$ cat src/include/standby_pkg.sv
package standby_pkg;

  // ----------------------------------------------------------------
  // synchronised pin inputs
  // ----------------------------------------------------------------
  localparam int SYNC_W          = 5;
  localparam int SYN_EXT_RST_N   = 0;  // external_reset_input, low = reset
  localparam int SYN_MAIN_OK     = 1;  // main_core_supply above stand-by reference
  localparam int SYN_LVD_OK      = 2;  // main_core_supply above detector threshold
  localparam int SYN_LP_OSC_RUN  = 3;  // low-power oscillator running
  localparam int SYN_RTC_REF_LP  = 4;  // rtc reference is the low-power oscillator

  // value the sync chain shows during reset: pin in reset, supplies low
  localparam logic [SYNC_W-1:0] SYNC_RST_VAL = 5'h00;

  // ----------------------------------------------------------------
  // reset values of the control state
  // ----------------------------------------------------------------
  localparam logic ENABLE_RST_VAL  = 1'b0;
  localparam logic FROZEN_RST_VAL  = 1'b1;
  localparam logic SUPPLY_RST_VAL  = 1'b1;  // 1 = ram on standby_core_supply
  localparam logic INTRST_RST_VAL  = 1'b1;
  localparam logic RTC_EN_RST_VAL  = 1'b0;
  localparam logic STBY_RST_VAL    = 1'b0;
  localparam logic CE_RST_VAL      = 1'b0;
  localparam logic WE_N_RST_VAL    = 1'b1;

  // ----------------------------------------------------------------
  // power sequencing states
  // ----------------------------------------------------------------
  typedef enum logic [1:0] {
    ST_POWER_ON,
    ST_HELD,
    ST_RUN,
    ST_STANDBY
  } power_state_e;

endpackage

$ cat src/include/ram_strobe_if.sv
`timescale 1ns/10ps

// ram strobes between the sequencer and the isolation stage
interface ram_strobe_if;
  logic frozen;     // interface freeze request
  logic ce_req;     // core chip enable, active high
  logic we_n_req;   // core write strobe, active low
  logic ce_out;     // isolated chip enable
  logic we_n_out;   // isolated write strobe

  modport core (output frozen, output ce_req, output we_n_req,
                input  ce_out, input  we_n_out);
  modport iso  (input  frozen, input  ce_req, input  we_n_req,
                output ce_out, output we_n_out);
endinterface

$ cat src/logic/pin_sync.sv
`timescale 1ns/10ps

module pin_sync
  import standby_pkg::*;
(
  input  wire logic              clk,
  input  wire logic              rst,
  input  wire logic [SYNC_W-1:0] async_in,
  output logic      [SYNC_W-1:0] sync_out
);

  logic [SYNC_W-1:0] meta_r;
  logic [SYNC_W-1:0] sync_r;

  // ----------------------------------------------------------------
  // two-stage synchroniser per bit
  // ----------------------------------------------------------------
  genvar i;
  generate
    for (i = 0; i < SYNC_W; i++) begin : g_bit
      // first stage read only by second stage
      always_ff @(posedge clk) begin
        if (rst) begin
          meta_r[i] <= SYNC_RST_VAL[i];
          sync_r[i] <= SYNC_RST_VAL[i];
        end else begin
          meta_r[i] <= async_in[i];
          sync_r[i] <= meta_r[i];
        end
      end
    end
  endgenerate

  assign sync_out = sync_r;

endmodule

$ cat src/logic/ram_isolation.sv
`timescale 1ns/10ps

module ram_isolation
  import standby_pkg::*;
(
  input  wire logic  clk,
  input  wire logic  rst,
  ram_strobe_if.iso  strobes
);

  logic ce_nxt;
  logic we_n_nxt;
  logic ce_r;
  logic we_n_r;

  // ----------------------------------------------------------------
  // strobe blocking
  // ----------------------------------------------------------------
  // strobes blocked while frozen
  assign ce_nxt   = strobes.ce_req & ~strobes.frozen;
  assign we_n_nxt = strobes.we_n_req | strobes.frozen;

  always_ff @(posedge clk) begin
    if (rst) begin
      ce_r   <= CE_RST_VAL;
      we_n_r <= WE_N_RST_VAL;
    end else begin
      ce_r   <= ce_nxt;
      we_n_r <= we_n_nxt;
    end
  end

  assign strobes.ce_out   = ce_r;
  assign strobes.we_n_out = we_n_r;
endmodule

$ cat src/logic/standby_ram_retention_control.sv
`timescale 1ns/10ps

// Summary of operation
// - clearing the stand-by ram enable freezes the retained ram interface at once.
// - the interface stays frozen until software sets the enable again after power-on.
// - while in reset the retained ram is disabled and its interface frozen.
// - a reset event moves the ram supply onto the stand-by core supply.
// - with the main supply below the stand-by reference and the enable clear the freeze holds.
// - the enable is honoured again only once the main supply is back above reference.
// - with the enable set, a main supply dip in normal running causes no freeze.
// - an isolation stage blocks ram strobes so a decaying write strobe cannot write.
// - leaving stand-by is the normal power-on sequence with the ram already retained.
// - at power-on the low-voltage detector holds reset until the core supply is up.
// - when internal reset ends the still-frozen ram goes back to the main supply.
// - in stand-by the rtc counts only when the low-power oscillator is its reference.

module standby_ram_retention_control
  import standby_pkg::*;
(
  input  wire logic CLOCK,
  input  wire logic SYS_RST,
  input  wire logic EXTERNAL_RESET_INPUT_N,
  input  wire logic MAIN_SUPPLY_ABOVE_REF,
  input  wire logic LVD_SUPPLY_OK,
  input  wire logic LP_OSC_RUNNING,
  input  wire logic RTC_REF_LP_OSC,
  input  wire logic ENABLE_SET_STB,
  input  wire logic ENABLE_CLR_STB,
  input  wire logic RAM_CE_REQ,
  input  wire logic RAM_WE_N_REQ,
  output logic      RAM_CE,
  output logic      RAM_WE_N,
  output logic      RAM_FROZEN,
  output logic      RAM_SUPPLY_STBY,
  output logic      INTERNAL_RESET,
  output logic      STANDBY_MODE,
  output logic      RTC_COUNT_EN,
  output logic      STANDBY_RAM_ENABLE
);

  // ----------------------------------------------------------------
  // declarations
  // ----------------------------------------------------------------
  logic [SYNC_W-1:0] pins_async;
  logic [SYNC_W-1:0] pins_s;
  logic              ext_rst_n_s;
  logic              main_ok_s;
  logic              lvd_ok_s;
  logic              lp_osc_s;
  logic              rtc_ref_lp_s;

  logic              reset_int;
  logic              set_accept;
  logic              clr_accept;
  logic              stby_switch_hold;

  power_state_e      state_r;
  power_state_e      state_nxt;

  logic              enable_r;
  logic              enable_nxt;
  logic              frozen_r;
  logic              frozen_nxt;
  logic              supply_stby_r;
  logic              supply_stby_nxt;
  logic              int_reset_r;
  logic              rtc_en_r;
  logic              rtc_en_nxt;
  logic              standby_r;
  logic              standby_nxt;

  ram_strobe_if      strobes ();

  // ----------------------------------------------------------------
  // pin synchronisation
  // ----------------------------------------------------------------
  // reset pin assumed glitch-free low during supply ramps
  assign pins_async[SYN_EXT_RST_N]  = EXTERNAL_RESET_INPUT_N;
  assign pins_async[SYN_MAIN_OK]    = MAIN_SUPPLY_ABOVE_REF;
  assign pins_async[SYN_LVD_OK]     = LVD_SUPPLY_OK;
  assign pins_async[SYN_LP_OSC_RUN] = LP_OSC_RUNNING;
  assign pins_async[SYN_RTC_REF_LP] = RTC_REF_LP_OSC;

  pin_sync u_pin_sync (
    .clk      (CLOCK),
    .rst      (SYS_RST),
    .async_in (pins_async),
    .sync_out (pins_s)
  );

  assign ext_rst_n_s  = pins_s[SYN_EXT_RST_N];
  assign main_ok_s    = pins_s[SYN_MAIN_OK];
  assign lvd_ok_s     = pins_s[SYN_LVD_OK];
  assign lp_osc_s     = pins_s[SYN_LP_OSC_RUN];
  assign rtc_ref_lp_s = pins_s[SYN_RTC_REF_LP];

  // ----------------------------------------------------------------
  // internal reset
  // ----------------------------------------------------------------
  // detector holds reset while core supply low
  assign reset_int = SYS_RST | ~lvd_ok_s | ~ext_rst_n_s;

  // ----------------------------------------------------------------
  // enable bit decode
  // ----------------------------------------------------------------
  // set honoured only with main supply above reference
  assign set_accept = ENABLE_SET_STB & main_ok_s & ~reset_int;
  assign clr_accept = ENABLE_CLR_STB & ~reset_int;

  // enable cleared by any reset, set beats clear
  assign enable_nxt = reset_int  ? ENABLE_RST_VAL :
                      set_accept ? 1'b1 :
                      clr_accept ? 1'b0 :
                      enable_r;

  // ----------------------------------------------------------------
  // freeze decision
  // ----------------------------------------------------------------
  // switching circuit holds freeze while supply low and bit not set
  // with the bit set a supply dip does not freeze
  assign stby_switch_hold = ~main_ok_s & ~enable_r;

  // freeze follows the cleared bit at once
  // release only through a new set
  assign frozen_nxt = reset_int | ~enable_nxt | stby_switch_hold;

  // ----------------------------------------------------------------
  // ram supply selection
  // ----------------------------------------------------------------
  // reset moves ram onto standby supply
  // end of internal reset returns ram to main supply
  assign supply_stby_nxt = reset_int;

  // ----------------------------------------------------------------
  // power state decode
  // ----------------------------------------------------------------
  // leaving standby walks the normal power-on path
  always_comb begin
    state_nxt = state_r;
    case (state_r)
      ST_POWER_ON: begin
        if (lvd_ok_s) begin
          state_nxt = ST_HELD;
        end
      end
      ST_HELD: begin
        if (!lvd_ok_s) begin
          state_nxt = ST_POWER_ON;
        end else if (!main_ok_s) begin
          state_nxt = ST_STANDBY;
        end else if (!reset_int) begin
          state_nxt = ST_RUN;
        end
      end
      ST_RUN: begin
        if (reset_int) begin
          state_nxt = ST_HELD;
        end
      end
      ST_STANDBY: begin
        if (!lvd_ok_s) begin
          state_nxt = ST_POWER_ON;
        end else if (main_ok_s) begin
          state_nxt = ST_HELD;
        end
      end
      default: begin
        state_nxt = ST_POWER_ON;
      end
    endcase
  end

  assign standby_nxt = (state_nxt == ST_STANDBY) | (state_nxt == ST_POWER_ON);

  // ----------------------------------------------------------------
  // rtc count gating
  // ----------------------------------------------------------------
  // only the low-power oscillator keeps rtc alive in standby
  assign rtc_en_nxt = standby_nxt ? (rtc_ref_lp_s & lp_osc_s) : 1'b1;

  // ----------------------------------------------------------------
  // control registers
  // ----------------------------------------------------------------
  always_ff @(posedge CLOCK) begin
    if (SYS_RST) begin
      state_r <= ST_POWER_ON;
    end else begin
      state_r <= state_nxt;
    end
  end

  always_ff @(posedge CLOCK) begin
    if (SYS_RST) begin
      enable_r      <= ENABLE_RST_VAL;
      frozen_r      <= FROZEN_RST_VAL;
      supply_stby_r <= SUPPLY_RST_VAL;
    end else begin
      enable_r      <= enable_nxt;
      frozen_r      <= frozen_nxt;
      supply_stby_r <= supply_stby_nxt;
    end
  end

  always_ff @(posedge CLOCK) begin
    if (SYS_RST) begin
      int_reset_r <= INTRST_RST_VAL;
      rtc_en_r    <= RTC_EN_RST_VAL;
      standby_r   <= STBY_RST_VAL;
    end else begin
      int_reset_r <= reset_int;
      rtc_en_r    <= rtc_en_nxt;
      standby_r   <= standby_nxt;
    end
  end

  // ----------------------------------------------------------------
  // strobe isolation stage
  // ----------------------------------------------------------------
  // frozen state gates core strobes
  assign strobes.frozen   = frozen_r;
  assign strobes.ce_req   = RAM_CE_REQ;
  assign strobes.we_n_req = RAM_WE_N_REQ;

  ram_isolation u_ram_isolation (
    .clk     (CLOCK),
    .rst     (SYS_RST),
    .strobes (strobes.iso)
  );

  // ----------------------------------------------------------------
  // outputs
  // ----------------------------------------------------------------
  assign RAM_CE             = strobes.ce_out;
  assign RAM_WE_N           = strobes.we_n_out;
  assign RAM_FROZEN         = frozen_r;
  assign RAM_SUPPLY_STBY    = supply_stby_r;
  assign INTERNAL_RESET     = int_reset_r;
  assign STANDBY_MODE       = standby_r;
  assign RTC_COUNT_EN       = rtc_en_r;
  assign STANDBY_RAM_ENABLE = enable_r;
endmodule

$ cat config.mk
export PLATFORM = sky130hd
export DESIGN_NAME = standby_ram_retention_control
export DESIGN_NICKNAME = d
export VERILOG_FILES = /design/src/include/standby_pkg.sv /design/src/include/ram_strobe_if.sv /design/src/logic/pin_sync.sv /design/src/logic/ram_isolation.sv /design/src/logic/standby_ram_retention_control.sv
export SDC_FILE = /design/constraint.sdc
export NUM_CORES = 1
export LEC_CHECK = 0
export ABC_AREA = 1
export BUFFER_PORTS_ARGS = -buffer_cell sky130_fd_sc_hd__buf_2
export CELL_PAD_IN_SITES_DETAIL_PLACEMENT = 1
export CELL_PAD_IN_SITES_GLOBAL_PLACEMENT = 2
export CORE_MARGIN = 2
export CORE_UTILIZATION = 24
export CTS_CLUSTER_SIZE = 40
export DETAILED_ROUTE_END_ITERATION = 10
export MAX_ROUTING_LAYER = met4
export PLACE_DENSITY_LB_ADDON = 0.2
export SLEW_MARGIN = 20
export SYNTH_ARGS = -nofsm -noshare
export SYNTH_HDL_FRONTEND = slang
export SYNTH_SLANG_ARGS = --single-unit
$ cat constraint.sdc
create_clock -name CLOCK -period 1.1 [get_ports CLOCK]
set_input_delay 0.11 -clock CLOCK [delete_from_list [all_inputs] [get_ports CLOCK]]
set_output_delay 0.11 -clock CLOCK [all_outputs]
set_load 0.01 [all_outputs]
==> out/results.ini <==
[run_status]
status = finished clean

[routing]
dr.pass1.iters = 3
wl_per_cell_um = 9.84
ant_nets = 0
avgViaCountPerCell = 3.96
vias = 586
drt_iter0_markers = 7
wirelength_um = 1460
drc = 0

[power_and_ir_drop]
ir_drop_mv = 0.564
p_leak_nw = 0.485
power_mw = 1.16
p_per_area_nw_per_um2 = 1240

[yosys]
avgSynthCellArea_um2 = 7.81
synthesis.nets = 101
synthDistinctLibCells = 17
synthesis.area_um2 = 703
synth_seq_area_share_pct = 54.1
ys_ff_latch = 19
synthCells = 90
yosysWarnings = 0

[global_routing]
gr-total-overflow = 0
antenna_found_initial = 0
grt.total_usage_pct = 9.84
grt_pass1_vias = 558
grt_first_pass_wirelength_um = 2390
grt_max_degree = 12

[placed_design]
gp_congestion = 0.709
port_buffers = 18
place_area_um2 = 840
place_inst = 140
post-dp-hpwl_um = 1160

[layout]
finalNonFillerCells = 148
fin_nets = 129
nFillCells = 358
area_growth_pct = 33.3
n_antenna_cell = 0
drive_gt1_share_pct = 46.2
final_area_um2 = 937

[critical_path]
critPathMaxFanout = 5
cpLargestDelayFamily = simple AND/OR/NAND/NOR gates
critical-path-slowest-cell = dfxtp_4
worstSetupPathType = register to register
crit_chain = nand3_2 -> nand2_2 -> inv_2 -> nor2_4 -> nand2_2 -> nand2_1 -> nor2_1
start_kind = register
r2r_cells = 7
end_kind = register
cp_common_cell = nand2_2
arrival_ns = 1.26
cp.depth = 7
cp.required_ns = 1.29
worstPathBufferInverterCount = 1
slowest_delay_ns = 0.40

[clock_tree]
cts.sinks = 19
hold_buffers = 0
clkTransAtPathRegs_ns = 0.10
clock_latency_ns = 0.28
cts_tree = built
cts_buffer_depth = 2
cts_buffers = 3
ctsHtreeMaxLevel = 1
root_buffer = clkbuf_4

[timing]
tightest_slew_ns = 0.184
finalSetupViolCount = 0
period_share_pct = 97.9
whs_ns = 0.0155
min_period_ns = 1.08
rsz0062_at_grt = true
slew-limit-headroom_pct = 87.8
finalMaxSlewViolations = 0
max_freq_mhz = 929
hold_viol_final = 0
worst_clock_skew_ns = 0.00143

[floorplanning]
fp.coreArea_um2 = 2780
rows = 19
dieArea_um2 = 3380
io_pins = 19
die_h_um = 58.1
initial_core_util_pct = 25.3
fp.dieW_um = 58.1

[hold_path]
min_path_cells = 3
holdCritPathClass = input port to register

[run]
drv_cap = 0

## cells by family after synthesis
logic type | Yosys count | share of synthesized area, %
AND/OR/NAND/NOR | 50 | 32.6
flip-flops | 19 | 54.1
AO/OA/AOI/OAI | 1 | 0.711
buffers and inverters | 20 | 12.6
## routing by layer
metal | vias up | GRT usage [%] | routed length [µm]
met5 | - | - | 0
met2 | 10 | 14.9 | 743
li1 | 314 | - | -
met3 | 2 | 2.68 | 59
met4 | 0 | 4.98 | 14
met1 | 260 | 12.0 | 638
## cells in the final DEF, fill, tap and decap left out
master,instances
nand3b_1,1
nor2_1,18
dfxtp_2,4
nand2_4,1
buf_4,8
clkbuf_1,1
inv_4,1
o21ai_0,1
nand2_1,13
clkbuf_4,3
nand2_2,9
nand3_2,3
nand3_1,2
buf_2,18
inv_1,12
nor2_4,2
dfxtp_1,14
nor3b_1,1
dfxtp_4,1
inv_2,4
## what timing repair did
item / 4_1_cts / 5_1_grt
pin swaps: 0 / 6
endpoints found under the setup margin: 3 / 3
buffers inserted: 0 / 4
endpoints found under the hold margin: 0 / 0
resized for setup: 6 / 13
## worst reg2reg max path: cells and delay by family (launching register included)
family                 cells  cell delay [ns]
buffers and inverters      1             0.05
AND/OR/NAND/NOR            6             0.54
flip-flops                 1             0.40
## report_power, final
part / switching [mW] / leakage [nW] / internal (mW)
Clock: 0.194 / 0.0150 / 0.141
Combinational: 0.0548 / 0.311 / 0.0500
Sequential: 0.0133 / 0.158 / 0.711
Total: 0.262 / 0.485 / 0.902
## metrics by stage
step	setup TNS (ns)	util [%]	setup WS, ns
CTS	0	31.5	0.0168
global route	-0.118	33.7	-0.0523
floorplan	0	-	0.0795
global placement	-0.105	30.2	-0.0824
finish	0	33.7	0.0231
detailed placement	-0.102	30.2	-0.0786
## cell type report
class                      instances  area [µm²]  share of cell area [%]
tap                               31        38.8                    4.14
sequential                        19         389                    41.5
multi-input combinational         51         267                    28.4
timing repair buffer              26         150                    16.0
inverter                          17        66.3                    7.08
clock buffer                       4        26.3                    2.80
## synth_stat cells, drive strengths merged
library cell	instances	area [µm²]
nand2	23	93.8
nor2	20	85.1
inv	17	66.3
nand3b	1	7.51
buf	2	18.8
nand3	5	35.0
o21ai	1	5.00
nor3b	1	7.51
dfxtp	19	380
clkbuf	1	3.75
## path summary, 6_finish.rpt
check                                       startpoint                               end  slack (ns)
worst max register to register  u_pin_sync.sync_out[2]                      STANDBY_MODE        0.02
worst min-delay path                      RAM_WE_N_REQ  u_ram_isolation.strobes.we_n_out        0.02
worst max-delay path            u_pin_sync.sync_out[2]                      STANDBY_MODE        0.02
worst min register to register    u_pin_sync.meta_r[2]            u_pin_sync.sync_out[2]        0.40
(Power assumes the default switching activity.)
